`src/design/sas_consts.vh`:
```
`ifndef SAS_CONSTS_VH
`define SAS_CONSTS_VH
// instruction word fields (8-bit first byte: opr in [7:4], opa in [3:0])
`define SAS_OPR_MSB       7
`define SAS_OPR_LSB       4
`define SAS_OPA_MSB       3
`define SAS_OPA_LSB       0
// operation codes seen on the opr field
`define SAS_OPR_INC_SKIP  4'h7
`define SAS_OPR_CALL      4'h5
`define SAS_OPR_RETURN    4'hC
`define SAS_OPR_PAIR      4'h2
`define SAS_OPR_FETCH     4'h3
// opa bit 0 selects between the two pair operations
`define SAS_PAIR_SEL_BIT  0
// address layout: chip select in [11:8], byte within chip in [7:0]
`define SAS_PAGE_MSB      11
`define SAS_PAGE_LSB      8
`define SAS_BYTE_MSB      7
`define SAS_BYTE_LSB      0
// reset values
`define SAS_PC_RESET      12'h000
`define SAS_STACK_RESET   12'h000
`define SAS_REG_RESET     4'h0
`endif

```
`src/design/sas_sequencer.v`:
```
// Contract
// subroutine call shifts every saved return address one level deeper first.
// pushed return address is that of the instruction after the call.
// old counter saved to stack, then counter loads call target.
// return moves every stack entry up, top entry into counter.
// table fetch reads rom byte at pair 0, writes it to the pair selected by opa[3:1].
// table fetch keeps the chip-select part of the address.
// increment-skip increments register, branches if result nonzero, else continues.
// send-register-control drives chosen pair onto bus as address.
// increment-skip target replaces low byte only, page of next instruction.
// fixed stack depth; push when full drops deepest entry silently.
`timescale 1ns/1ps
`include "sas_consts.vh"
module sas_sequencer #(
    parameter DEPTH = 3
) (
    // clocking
    input  wire        clk,
    input  wire        rst,
    input  wire        ce,
    // instruction stream from program rom
    input  wire        instrValid,
    input  wire [7:0]  instrByte,
    input  wire [7:0]  instrSecond,
    // rom data for table fetch
    input  wire        romDataValid,
    input  wire [7:0]  romData,
    // program counter and rom request
    output reg  [11:0] pc_q,
    output reg         romReq_q,
    output reg  [11:0] romAddr_q,
    // bus address send
    output reg         sendValid_q,
    output reg  [7:0]  sendAddr_q,
    // register file view and table fetch busy flag
    output reg  [7:0]  pairZero_q,
    output reg         busy_q
);
    localparam ST_RUN   = 2'b01;
    localparam ST_FETCH = 2'b10;

    reg  [1:0]  state_q;
    reg  [1:0]  state_d;
    reg  [3:0]  regs_q [0:15];
    reg  [11:0] nextPc_d;
    reg  [11:0] top_q;
    reg  [2:0]  fetchPair_q;
    reg         regWrEn_d;
    reg  [3:0]  regWrAddr_d;
    reg  [3:0]  regWrData_d;
    reg         pairWrEn_d;
    reg  [2:0]  pairWrSel_d;
    reg  [7:0]  pairWrData_d;
    wire [11:0] entries [0:DEPTH];
    wire [3:0]  opr     = instrByte[`SAS_OPR_MSB:`SAS_OPR_LSB];
    wire [3:0]  opa     = instrByte[`SAS_OPA_MSB:`SAS_OPA_LSB];
    wire [11:0] pcInc1  = pc_q + 12'h001;
    wire [11:0] pcInc2  = pc_q + 12'h002;
    wire [3:0]  incVal  = regs_q[opa] + 4'h1;
    wire        run     = ce && (state_q == ST_RUN) && instrValid;
    wire        isCall  = run && (opr == `SAS_OPR_CALL);
    wire        isRet   = run && (opr == `SAS_OPR_RETURN);
    wire        isIsz   = run && (opr == `SAS_OPR_INC_SKIP);
    wire        isPair  = (opr == `SAS_OPR_PAIR) && opa[`SAS_PAIR_SEL_BIT];
    wire        isSend  = run && isPair;
    wire        isFetch = run && (opr == `SAS_OPR_FETCH) && !opa[`SAS_PAIR_SEL_BIT];
    wire        romDone = (state_q == ST_FETCH) && romDataValid;
    integer     i;

    // level zero is the top entry, so a push moves it one level down
    assign entries[0]     = top_q;
    assign entries[DEPTH] = `SAS_STACK_RESET;

    genvar g;
    generate
        for (g = 1; g <= DEPTH - 1; g = g + 1) begin : gLevel
            // deepest entry falls off the bottom on push
            sas_stack_level #(.AW(12)) uLevel (
                .clk       (clk),
                .rst       (rst),
                .ce        (ce),
                .push      (isCall),
                .pop       (isRet),
                .fromAbove (entries[g-1]),
                .fromBelow (entries[g+1]),
                .entry_q   (entries[g])
            );
        end
    endgenerate

    // top level held separately so a return reads it directly
    always @(posedge clk) begin
        if (rst) begin
            top_q <= `SAS_STACK_RESET;
        end else if (isCall) begin
            top_q <= pcInc2;
        end else if (isRet) begin
            top_q <= (DEPTH > 1) ? entries[1] : `SAS_STACK_RESET;
        end
    end

    always @* begin
        nextPc_d = pcInc1;
        if (isCall) begin
            nextPc_d = {opa, instrSecond};
        end else if (isRet) begin
            nextPc_d = top_q;
        end else if (isIsz) begin
            if (incVal != 4'h0) begin
                nextPc_d = {pcInc2[`SAS_PAGE_MSB:`SAS_PAGE_LSB], instrSecond};
            end else begin
                nextPc_d = pcInc2;
            end
        end
    end

    // next state: a table fetch parks the sequencer until the rom answers
    always @* begin
        state_d = state_q;
        case (state_q)
            ST_RUN: begin
                if (isFetch) begin
                    state_d = ST_FETCH;
                end
            end
            ST_FETCH: begin
                if (romDone) begin
                    state_d = ST_RUN;
                end
            end
            default: begin
                state_d = ST_RUN;
            end
        endcase
    end

    // register file write port: one nibble for increment-skip, a pair for fetch
    always @* begin
        regWrEn_d    = 1'b0;
        regWrAddr_d  = opa;
        regWrData_d  = incVal;
        pairWrEn_d   = 1'b0;
        pairWrSel_d  = fetchPair_q;
        pairWrData_d = romData;
        if (isIsz) begin
            regWrEn_d = 1'b1;
        end
        if (romDone) begin
            pairWrEn_d = 1'b1;
        end
    end

    // register file
    always @(posedge clk) begin
        if (rst) begin
            for (i = 0; i < 16; i = i + 1) begin
                regs_q[i] <= `SAS_REG_RESET;
            end
        end else if (ce) begin
            if (regWrEn_d) begin
                regs_q[regWrAddr_d] <= regWrData_d;
            end
            if (pairWrEn_d) begin
                regs_q[{pairWrSel_d, 1'b0}] <= pairWrData_d[7:4];
                regs_q[{pairWrSel_d, 1'b1}] <= pairWrData_d[3:0];
            end
        end
    end

    // program counter and sequencer state
    always @(posedge clk) begin
        if (rst) begin
            state_q <= ST_RUN;
            pc_q    <= `SAS_PC_RESET;
            busy_q  <= 1'b0;
        end else if (ce) begin
            state_q <= state_d;
            busy_q  <= (state_d == ST_FETCH);
            if (run) begin
                pc_q <= nextPc_d;
            end
        end
    end

    // table fetch request; the destination pair is kept until the data arrives
    always @(posedge clk) begin
        if (rst) begin
            romReq_q    <= 1'b0;
            romAddr_q   <= `SAS_PC_RESET;
            fetchPair_q <= 3'h0;
        end else if (ce) begin
            romReq_q <= isFetch;
            if (isFetch) begin
                romAddr_q   <= {pc_q[`SAS_PAGE_MSB:`SAS_PAGE_LSB],
                                regs_q[0], regs_q[1]};
                fetchPair_q <= opa[3:1];
            end
        end
    end

    // address send toward the ram and port chips
    always @(posedge clk) begin
        if (rst) begin
            sendValid_q <= 1'b0;
            sendAddr_q  <= 8'h00;
        end else if (ce) begin
            sendValid_q <= isSend;
            if (isSend) begin
                sendAddr_q <= {regs_q[{opa[3:1], 1'b0}],
                               regs_q[{opa[3:1], 1'b1}]};
            end
        end
    end

    // view of pair zero, one cycle behind the register file
    always @(posedge clk) begin
        if (rst) begin
            pairZero_q <= 8'h00;
        end else if (ce) begin
            pairZero_q <= {regs_q[0], regs_q[1]};
        end
    end
endmodule

```
`src/design/sas_stack_level.v`:
```
`timescale 1ns/1ps
module sas_stack_level #(
    parameter AW = 12
) (
    // clocking
    input  wire          clk,
    input  wire          rst,
    input  wire          ce,
    // shift control
    input  wire          push,
    input  wire          pop,
    input  wire [AW-1:0] fromAbove,
    input  wire [AW-1:0] fromBelow,
    // stored entry
    output reg  [AW-1:0] entry_q
);
    always @(posedge clk) begin
        if (rst) begin
            entry_q <= {AW{1'b0}};
        end else if (ce) begin
            if (push) begin
                entry_q <= fromAbove;
            end else if (pop) begin
                entry_q <= fromBelow;
            end
        end
    end
endmodule

```
`config.mk`:
```
export PLATFORM = sky130hd
export DESIGN_NAME = sas_sequencer
export DESIGN_NICKNAME = d
export VERILOG_FILES = /design/src/design/sas_sequencer.v /design/src/design/sas_stack_level.v
export VERILOG_INCLUDE_DIRS = /design/src /design/src/design
export SDC_FILE = /design/constraint.sdc
export NUM_CORES = 1
export LEC_CHECK = 0
export ABC_AREA = 0
export BUFFER_PORTS_ARGS = -buffer_cell sky130_fd_sc_hd__buf_4
export CAP_MARGIN = 20
export CORE_ASPECT_RATIO = 0.9
export CORE_MARGIN = 2
export CORE_UTILIZATION = 55
export DETAILED_ROUTE_END_ITERATION = 8
export PLACE_DENSITY = 0.77
export SKIP_LAST_GASP = 1
export SYNTH_ARGS = -nofsm -noshare
export SYNTH_HDL_FRONTEND = slang
export SYNTH_HIERARCHICAL = 1
export SYNTH_SLANG_ARGS = --single-unit
```
`constraint.sdc`:
```
create_clock -name clk -period 3.25 [get_ports clk]
set_clock_uncertainty 0.1 [all_clocks]
set_input_delay 0.1625 -clock clk [delete_from_list [all_inputs] [get_ports clk]]
set_output_delay 0.1625 -clock clk [all_outputs]
set_load 0.005 [all_outputs]
```
==> results.py, run 1 <==
metrics = {
    "outcome": {
        "outcome": "complete, no violations",
    },
    "cells_and_area": {
        "finalNonFillerCells": 1160,
        "num_antenna_cells": 0,
        "multiInputGateArea_mm2": 0.00444,
        "utilization_pct": 66.4,
        "layout.nets": 984,
        "layout-drive-gt1-share_pct": 21.4,
        "register_area_mm2": 0.00360,
        "fillers": 1202,
        "areaGrowthSynthToFinish_pct": 16.9,
    },
    "floorplanning": {
        "core_mm2": 0.0148,
        "rows": 42,
        "die_x_um": 134,
        "die_h_um": 121,
        "pin_count": 72,
        "die_area_mm2": 0.0163,
        "start_util_pct": 56.7,
    },
    "routing": {
        "wl_per_cell_um": 21.1,
        "viasPerCell": 6.35,
        "ant_nets": 0,
        "drt-pass1-iter-count": 5,
        "totalWireLength_um": 24500,
        "initialDrtViolationCount": 959,
        "drcViolationCount": 0,
        "vias": 7367,
    },
    "sta": {
        "relSlewSlack_pct": 57.8,
        "fmax_mhz": 336,
        "rsz0062_at_grt": "false",
        "period_share_pct": 91.5,
        "fin_tns_setup_ps": 0,
        "drv_slew": 0,
        "setup_violations": 0,
        "worst_pin_slew_ps": 632,
        "finalHoldViolations": 0,
        "finalCriticalPeriod_ps": 2970,
        "whs_ps": 28.2,
    },
    "global_route": {
        "grt_pass1_vias": 6690,
        "grt_pass1_wl_um": 38300,
        "track_usage_pct": 30.9,
        "antenna_found_initial": 0,
        "grt_overflow": 0,
        "grt_start_max_net_pins": 45,
    },
    "synth": {
        "yosysSeqAreaShare_pct": 42.9,
        "yosys_warnings": 6,
        "synth_largest_area_cell": "edfxtp_1",
        "netlist.area_leader.share_pct": 22.9,
        "synth_ff_type": "dfxtp_1",
        "yosys-top-cells-count": "156 x nand2_1, 95 x nor2_1, 84 x dfxtp_1, 64 x edfxtp_1, 50 x clkbuf_1",
        "syn_area_mm2": 0.00841,
        "synth_cells": 885,
        "synth-seq-cells": 148,
        "synth-edff-count": 64,
        "postSynth.asyncResetShare_pct": 0,
        "syn_avg_cell_area_um2": 9.50,
        "ys_types": 61,
        "synth.area.top_cells": "edfxtp_1 23%, dfxtp_1 20%, mux4_2 7.8%",
        "synth_most_common_cell": "nand2_1",
    },
    "critical_path": {
        "crit_top_cell": "or3_1",
        "criticalPathCategory": "register to register",
        "critPathMaxFanout": 13,
        "crit_path_end_kind": "register",
        "crit_family": "simple AND/OR/NAND/NOR gates",
        "critical_path.cell_chain": "inv_1 > ha_1 > nand4_1 > or3_1 > nor2_1 > nand2_1 > buf_4 > or3_1 > o21ai_0",
        "critPathMaxStageDelay_ps": 470,
        "start_kind": "register",
        "rrSetupSlack_ps": 280,
        "critPathRequiredTime_ps": 3410,
        "worstPathArrival_ps": 3130,
        "cpMaxStageDelayCell": "or3_1",
        "crit_buf_inv": 2,
    },
    "placed_design": {
        "globalplace.congestion": 1.06,
        "hpwl_um": 17100,
        "portBuffers": 71,
        "placed_cells": 1122,
    },
    "power": {
        "powerDensity_mw_per_mm2": 463,
        "p_leak_nw": 3.45,
        "max-vdd-ir-drop_mv": 0.428,
    },
    "clock_tree": {
        "cts_tree": "done",
        "cts_buffers": 17,
        "clock_latency_ps": 430,
        "clk_pin_slew_ps": 60,
        "clockRootBuffer": "clkbuf_16",
        "cts.sink_count": 148,
        "htreeDepth": 4,
        "clockBufferDepth": 2,
    },
    "hold_path": {
        "hp-class": "input port to register",
    },
    "job": {
        "drv_cap": 0,
    },
}
[registers in the layout (all words and copies together) (netlist names), 2 cells and up]
register,count
fetchPair_q,3
gLevel.uLevel/entry_q,24
pairZero_q,8
pc_q,12
regs_q,64
romAddr_q,12
sendAddr_q,8
state_q,2
top_q,12
[layout by cell type (no fill, tap or decap), drive strengths merged, types with 6 or more instances in the layout]
cell type	synthesis	routed
clkbuf	50	26
buf	31	109
a311oi	7	7
inv	12	13
mux4	29	29
nor2	95	95
o21ai	43	43
nand3	17	17
nand2b	7	7
or3	12	12
conb	1	12
dfxtp	84	84
nor3	15	15
nand4	6	6
ha	6	6
edfxtp	64	64
nand2	156	156
a21oi	37	37
xor2	11	11
o41ai	17	17
dlygate4sd3	0	6
xnor2	9	9
o31ai	25	25
mux2i	40	40
a22oi	6	6
a211oi	43	43
[per-stage QoR]
step	area, um2	setup slack [ps]	power (W)
2_1_floorplan	8450	184	0.00238
3_3_place_gp	9170	284	0.00258
3_5_place_dp	9170	242	0.00258
4_1_cts	9830	353	0.00454
5_1_grt	9830	139	0.00467
6_report	9830	277	0.00455
[cells by family (layout without fill, tap and decap cells)]
kind of cell	Yosys count	after routing	share of synthesized area (%)
and+or+nand+nor	339	339	17.6
AOI/OAI and AO/OA	208	208	18.9
DFF	148	148	42.9
buffers and inverters	94	160	5.03
muxes	69	69	12.5
xor gates and xnor gates	20	20	2.08
adders and majority gates	6	6	0.893
other	1	12	0.0446
[path summary, 6_finish.rpt]
kind,startpoint,to,depth (start not counted)
setup reg to reg,state_q[1]$_SDFFE_PP0P_,regs_q[1][2]$_DFFE_PP_,9
setup / recovery,state_q[1]$_SDFFE_PP0P_,regs_q[1][2]$_DFFE_PP_,9
hold / removal,romData[0],regs_q[3][0]$_DFFE_PP_,3
hold reg to reg,romAddr_q[6]$_SDFFE_PP0P_,romAddr_q[6]$_SDFFE_PP0P_,2
[layer usage]
metal	wire length [um]	vias to the layer above	GRT usage (%)
li1	-	3379	-
met1	10000	3489	44.8
met2	10700	445	44.9
met3	3160	54	8.06
met4	627	0	10.1
met5	0	-	0
[worst min-delay path, cell delays in order]
cell	delay (ps)
buf_4	170
nand2_1	60
o41ai_1	50
[report_power, final]
part | switching [W] | internal, W | total (W)
Clock | 0.000785 | 0.00120 | 0.00198
Sequential | 0.0000544 | 0.00199 | 0.00204
Combinational | 0.000318 | 0.000209 | 0.000527
Total | 0.00116 | 0.00339 | 0.00455
[cell type report]
cell class	instances	share of cell area, %
clock inverter	6	0.369
clock buffer	26	5.74
sequential	148	36.6
multi-input combinational	654	45.2
tap	198	2.52
timing repair buffer	115	9.06
inverter	13	0.496
[what timing repair did]
action	4_1_cts	5_1_grt
setup endpoints to repair	0	0
endpoints found under the hold margin	9	0
hold buffers	6	0
gates resized for setup	0	0
setup buffers	0	0
(Power assumes the default switching activity.)
==> inputs of run 2 (changes only) <==
--- a/config.mk
+++ b/config.mk
@@ -11,10 +11,11 @@
 export CAP_MARGIN = 20
 export CORE_ASPECT_RATIO = 0.9
 export CORE_MARGIN = 2
-export CORE_UTILIZATION = 55
+export CORE_UTILIZATION = 35
+export CTS_CLUSTER_DIAMETER = 120
 export DETAILED_ROUTE_END_ITERATION = 8
-export PLACE_DENSITY = 0.77
 export SKIP_LAST_GASP = 1
+export SLEW_MARGIN = 20
 export SYNTH_ARGS = -nofsm -noshare
 export SYNTH_HDL_FRONTEND = slang
 export SYNTH_HIERARCHICAL = 1
==> results.py, run 2 (synthesized netlist as in run 1, its figures left out) <==
metrics = {
    "outcome": {
        "outcome": "finished, violations left",
        "violations": "DRC",
    },
    "sta": {
        "period_share_pct": 88.8,
        "fmax_mhz": 347,
        "setup_violations": 0,
        "relSlewSlack_pct": 43.8,
        "worst_pin_slew_ps": 843,
        "finalCriticalPeriod_ps": 2880,
        "fin_tns_setup_ps": 0,
        "finalHoldViolations": 0,
        "drv_slew": 0,
        "rsz0062_at_grt": "false",
    },
    "routing": {
        "wl_per_cell_um": 20.2,
        "drcViolationCount": 7,
        "wl_met1_um": 11700,
        "ant_nets": 0,
        "vias": 7245,
        "viasPerCell": 5.69,
        "dr.max_layer_used": "met4",
        "dr_wl_met3_um": 2680,
        "totalWireLength_um": 25700,
        "met2_length_um": 11000,
        "initialDrtViolationCount": 825,
        "drt-pass1-iter-count": 7,
    },
    "cells_and_area": {
        "layout_common_cells": "156 x nand2_1, 117 x buf_4, 95 x nor2_1",
        "layout_commonest_cell": "nand2_1",
        "layout.nets": 993,
        "layout-drive-gt1-share_pct": 22.0,
        "largest_register_ffs": 64,
        "finalNonFillerCells": 1273,
        "areaGrowthSynthToFinish_pct": 19.3,
        "layout_top_registers": "regs_q (64), gLevel.uLevel/entry_q (24)",
        "regMostFlops": "regs_q",
        "num_antenna_cells": 0,
    },
    "clock_tree": {
        "clock_latency_ps": 430,
        "cts_resized": 0,
        "cts.sink_count": 148,
        "clk_pin_slew_ps": 60,
        "clockBufferDepth": 2,
        "cts_tree": "done",
        "cts_buffers": 17,
        "htreeDepth": 4,
        "postCtsSetupBuffers": 0,
        "clockRootBuffer": "clkbuf_16",
    },
    "placed_design": {
        "placed_cells": 1235,
        "globalplace.congestion": 0.928,
        "portBuffers": 71,
        "hpwl_um": 18600,
    },
    "power": {
        "p_leak_nw": 3.49,
        "powerDensity_mw_per_mm2": 457,
        "max-vdd-ir-drop_mv": 0.386,
    },
    "global_route": {
        "grt_pass1_vias": 6701,
        "antenna_found_initial": 0,
        "grt_pass1_wl_um": 39700,
        "grt_start_max_net_pins": 63,
        "grt_overflow": 0,
        "track_usage_pct": 20.7,
    },
    "floorplanning": {
        "die_area_mm2": 0.0253,
        "die_h_um": 151,
        "die_x_um": 167,
        "core_mm2": 0.0235,
        "rows": 53,
        "start_util_pct": 35.8,
        "pin_count": 72,
    },
    "critical_path": {
        "worstPathArrival_ps": 2940,
        "critPathMaxFanout": 20,
        "critPathRequiredTime_ps": 3300,
        "criticalPathCategory": "register to register",
        "start_kind": "register",
        "crit_path_end_kind": "register",
    },
    "job": {
        "drv_cap": 0,
    },
    "hold_path": {
        "hp-class": "input port to register",
    },
}
-- run 2: cell count changes in the layout (fill, tap and decap cells not counted), sizes merged --
cell and delta:
clkbuf -4, bufinv +2, clkinvlp +1, buf +9, inv +1
-- run 2: critical path, cell delays in order (launching register included) --
cell     delay (ps)
dfxtp_1         330
inv_1            80
ha_1            240
nand4_1         140
or2_2           410
nor2_1          320
nand3_1         120
buf_4           240
o21ai_0         400
buf_4           200
-- run 2: cell type report --
cell class / instances / area [um2]
clock inverters: 10 / 118
inverters: 13 / 48.8
flip-flops and latches: 148 / 3600
well taps: 302 / 378
multi-input cells: 654 / 4440
fillers: 2272 / 13400
clock buffers: 22 / 487
repair buffers: 124 / 958
-- run 2: where the power goes --
group	switching [W]	total [W]	internal [W]
sequential	0.0000522	0.00204	0.00199
clock	0.000795	0.00202	0.00122
combinational	0.000321	0.000534	0.000212
total	0.00117	0.00459	0.00342
-- run 2: metrics by stage --
step	hold slack, ps	cell area, um2	total power (W)	util [%]	setup WS, ps
after CTS	24.2	10000	0.00460	42.7	357
final	28.2	10000	0.00459	42.7	365
after detailed placement	348	9370	0.00260	39.9	264
after global placement	341	9370	0.00259	39.9	325
after global routing	38.2	10000	0.00472	42.7	118
after floorplan	127	8450	0.00238	-	184
-- run 2: path summary, 6_finish.rpt --
kind	from	to	slack (ps)	cells after the start
max	state_q[1]$_SDFFE_PP0P_	regs_q[3][3]$_DFFE_PP_	370	9
min	instrSecond[0]	pc_q[0]$_SDFFE_PP0P_	30	4
max reg2reg	state_q[1]$_SDFFE_PP0P_	regs_q[3][3]$_DFFE_PP_	370	9
min reg2reg	romAddr_q[6]$_SDFFE_PP0P_	romAddr_q[6]$_SDFFE_PP0P_	350	2
-- run 2: timing repair --
item | CTS | global route
hold buffers | 6 | 0
endpoints found under the setup margin | 0 | 0
endpoints found under the hold margin | 8 | 0
-- run 2: layer usage --
| layer | up-vias | track usage (%) |
|---|---|---|
| met3 | 34 | 4.81 |
| met1 | 3457 | 29.7 |
| met2 | 354 | 31.1 |
| met4 | 0 | 6.35 |
| li1 | 3400 | - |
| met5 | - | 0 |
==> inputs of run 3 (changes only) <==
--- a/config.mk
+++ b/config.mk
@@ -18,5 +18,4 @@
 export SLEW_MARGIN = 20
 export SYNTH_ARGS = -nofsm -noshare
 export SYNTH_HDL_FRONTEND = slang
-export SYNTH_HIERARCHICAL = 1
 export SYNTH_SLANG_ARGS = --single-unit
==> results.py, run 3 <==
metrics = {
    "hold_path": {
        "hp-class": "input port to register",
        "min_path_cells": 3,
        "worstHoldStart": "romData[1]",
    },
    "cells_and_area": {
        "areaGrowthSynthToFinish_pct": 18.9,
        "largest_register_ffs": 64,
        "layout-drive-gt1-share_pct": 18.8,
        "layout_common_cells": "171 x nand2_1, 109 x buf_4, 96 x nor2_1",
        "fillers": 2214,
        "num_antenna_cells": 0,
        "utilization_pct": 42.3,
        "layout.nets": 941,
        "layout_top_registers": "regs_q (64), gLevel.uLevel.entry_q (24)",
        "final_cell_area_mm2": 0.00947,
        "layout_commonest_cell": "nand2_1",
        "regMostFlops": "regs_q",
    },
    "synth": {
        "muxShareOfSynthArea_pct": 13.4,
        "yosysSeqAreaShare_pct": 45.3,
        "synth_most_common_cell": "nand2_1",
        "yosys_warnings": 0,
        "synth_largest_area_cell": "edfxtp_1",
        "synth-edff-count": 64,
        "synth-seq-cells": 148,
        "synth_ff_type": "dfxtp_1",
        "ys_types": 59,
        "yosys-top-cells-count": "171 x nand2_1, 97 x nor2_1, 84 x dfxtp_1, 64 x edfxtp_1, 52 x clkbuf_1",
        "synth_cells": 844,
        "synth.area.top_cells": "edfxtp_1 24%, dfxtp_1 21%, nand2_1 8.1%",
        "syn_avg_cell_area_um2": 9.43,
        "yosys.area_share.xor_xnor_pct": 1.98,
        "postSynth.asyncResetShare_pct": 0,
        "synth-compound-area-share_pct": 15.3,
        "synthesis.nets": 879,
        "netlist.area_leader.share_pct": 24.2,
        "yosys.area_share.simple_pct": 19.1,
        "syn_area_mm2": 0.00796,
        "synth_top_family_by_area": "simple AND/OR/NAND/NOR gates",
        "synthAdderAreaFrac_pct": 0.943,
    },
    "routing": {
        "ant_nets": 0,
        "vias": 6855,
        "totalWireLength_um": 24200,
        "drcViolationCount": 0,
        "initialDrtViolationCount": 739,
        "viasPerCell": 5.64,
        "drt-pass1-iter-count": 8,
        "wl_per_cell_um": 19.9,
    },
    "clock_tree": {
        "clockBufferDepth": 2,
        "clockRootBuffer": "clkbuf_16",
        "cts_tree": "done",
        "htreeDepth": 4,
        "clk_pin_slew_ps": 70,
        "clock_latency_ps": 430,
        "postCtsSetupBuffers": 0,
        "cts_buffers": 17,
        "cts.sink_count": 148,
        "cts_resized": 0,
    },
    "sta": {
        "period_share_pct": 95.6,
        "finalCriticalPeriod_ps": 3110,
        "setup_slack_ps": 144,
        "drv_slew": 0,
        "setup_violations": 0,
        "worst_pin_slew_ps": 790,
        "rsz0062_at_grt": "false",
        "fmax_mhz": 322,
        "finalHoldViolations": 0,
        "relSlewSlack_pct": 46.6,
        "fin_tns_setup_ps": 0,
    },
    "critical_path": {
        "critPathMaxFanout": 10,
        "crit_path_start": "regs_q[1][0]$_DFFE_PP_",
        "start_kind": "register",
        "reg2reg_depth": 8,
        "criticalPathCategory": "register to register",
        "critPathRequiredTime_ps": 3450,
        "reg2reg_from": "regs_q[1][0]$_DFFE_PP_",
        "worstPathArrival_ps": 3310,
        "crit_path_end_kind": "register",
    },
    "power": {
        "p_leak_nw": 3.59,
        "seqPwrFrac_pct": 47.5,
        "netSwitchingPower_w": 0.00108,
        "p_int_w": 0.00320,
        "p_comb_share_pct": 10.1,
        "powerDensity_mw_per_mm2": 453,
        "total_power_w": 0.00429,
        "power.share.clock_pct": 42.4,
        "max-vdd-ir-drop_mv": 0.375,
        "swShare_pct": 25.3,
    },
    "global_route": {
        "antenna_found_initial": 0,
        "grt_pass1_vias": 6334,
        "grt_start_max_net_pins": 42,
        "grt_overflow": 0,
        "track_usage_pct": 20.4,
        "grt_pass1_wl_um": 37200,
    },
    "placed_design": {
        "portBuffers": 71,
        "hpwl_um": 17300,
        "globalplace.congestion": 0.925,
        "dp_slack_ps": 67.4,
        "placed_area_mm2": 0.00888,
    },
    "floorplanning": {
        "die_area_mm2": 0.0240,
        "core_mm2": 0.0224,
        "start_util_pct": 35.6,
        "die_x_um": 163,
        "rows": 52,
        "pin_count": 72,
        "die_h_um": 147,
    },
    "outcome": {
        "outcome": "complete, no violations",
    },
    "job": {
        "drv_cap": 0,
    },
}
run 3: changes by cell type in the layout (fill, tap and decap cells not counted), sizes merged, moves of 9 or more:
cell,previous run,this run
a211oi,43,10
nand2,156,171
o41ai,17,4
o21ai,43,29
conb,12,0
or3,12,3
buf,118,109
o31ai,25,42
a311oi,7,18
run 3: final cells by class:
cell class              count  area [um2]  share of cell area [%]
multi-input cells         617        4060                    42.9
well taps                 297         372                    3.93
inverters                   7        26.3                   0.278
clock buffers              22         444                    4.69
flip-flops and latches    148        3600                    38.1
clock inverters            10        85.1                   0.899
repair buffers            115         878                    9.28
run 3: worst paths after layout:
kind                                                            endpoint  slack (ps)
worst max-delay path                                pc_q[5]$_SDFFE_PP0P_         140
worst min-delay path                             regs_q[15][1]$_DFFE_PP_          20
worst max register to register                      pc_q[5]$_SDFFE_PP0P_         140
worst min register to register  gLevel[1].uLevel.entry_q[4]$_SDFFE_PP0P_         360
run 3: per-layer routing:
metal,track usage (%),routed length (um),up-vias
li1,-,-,3208
met1,30.4,11000,3274
met2,28.6,10200,340
met3,6.55,2640,33
met4,4.87,329,0
met5,0,0,-
run 3: logic make-up (layout without fill, tap and decap cells):
kind of cell,after synthesis,count (layout)
compound gates,177,177
simple gates,350,350
fa+ha+maj,6,6
xor+xnor,18,18
mux,66,66
flops,148,148
buf+inv,79,154
run 3: metrics by stage:
| stage | hold slack (ps) | instances |
|---|---|---|
| 2_1_floorplan | 247 | 844 |
| 3_3_place_gp | 356 | 1178 |
| 3_5_place_dp | 359 | 1178 |
| 4_1_cts | 2.87 | 1216 |
| 5_1_grt | 16.7 | 1216 |
| 6_report | 19.7 | 1216 |
run 3: power groups by stage:
stage	Sequential, W	Combinational (W)	Clock, W
floorplan	0.00204	0.000270	0
global placement	0.00207	0.000418	0
detailed placement	0.00207	0.000420	0
CTS	0.00203	0.000427	0.00184
global route	0.00204	0.000461	0.00192
finish	0.00203	0.000432	0.00182
run 3: repair_timing:
item / CTS / global route
endpoints found under the hold margin: 5 / 0
setup endpoints to repair: 0 / 0
hold buffers: 6 / 0
run 3: worst max-delay path: stages, from the launching register on:
cell,delay [ps]
edfxtp_1,440
mux4_1,550
a22oi_1,200
nand2_1,190
ha_1,270
or4b_4,560
o31ai_4,180
a21oi_2,100
or3_1,370
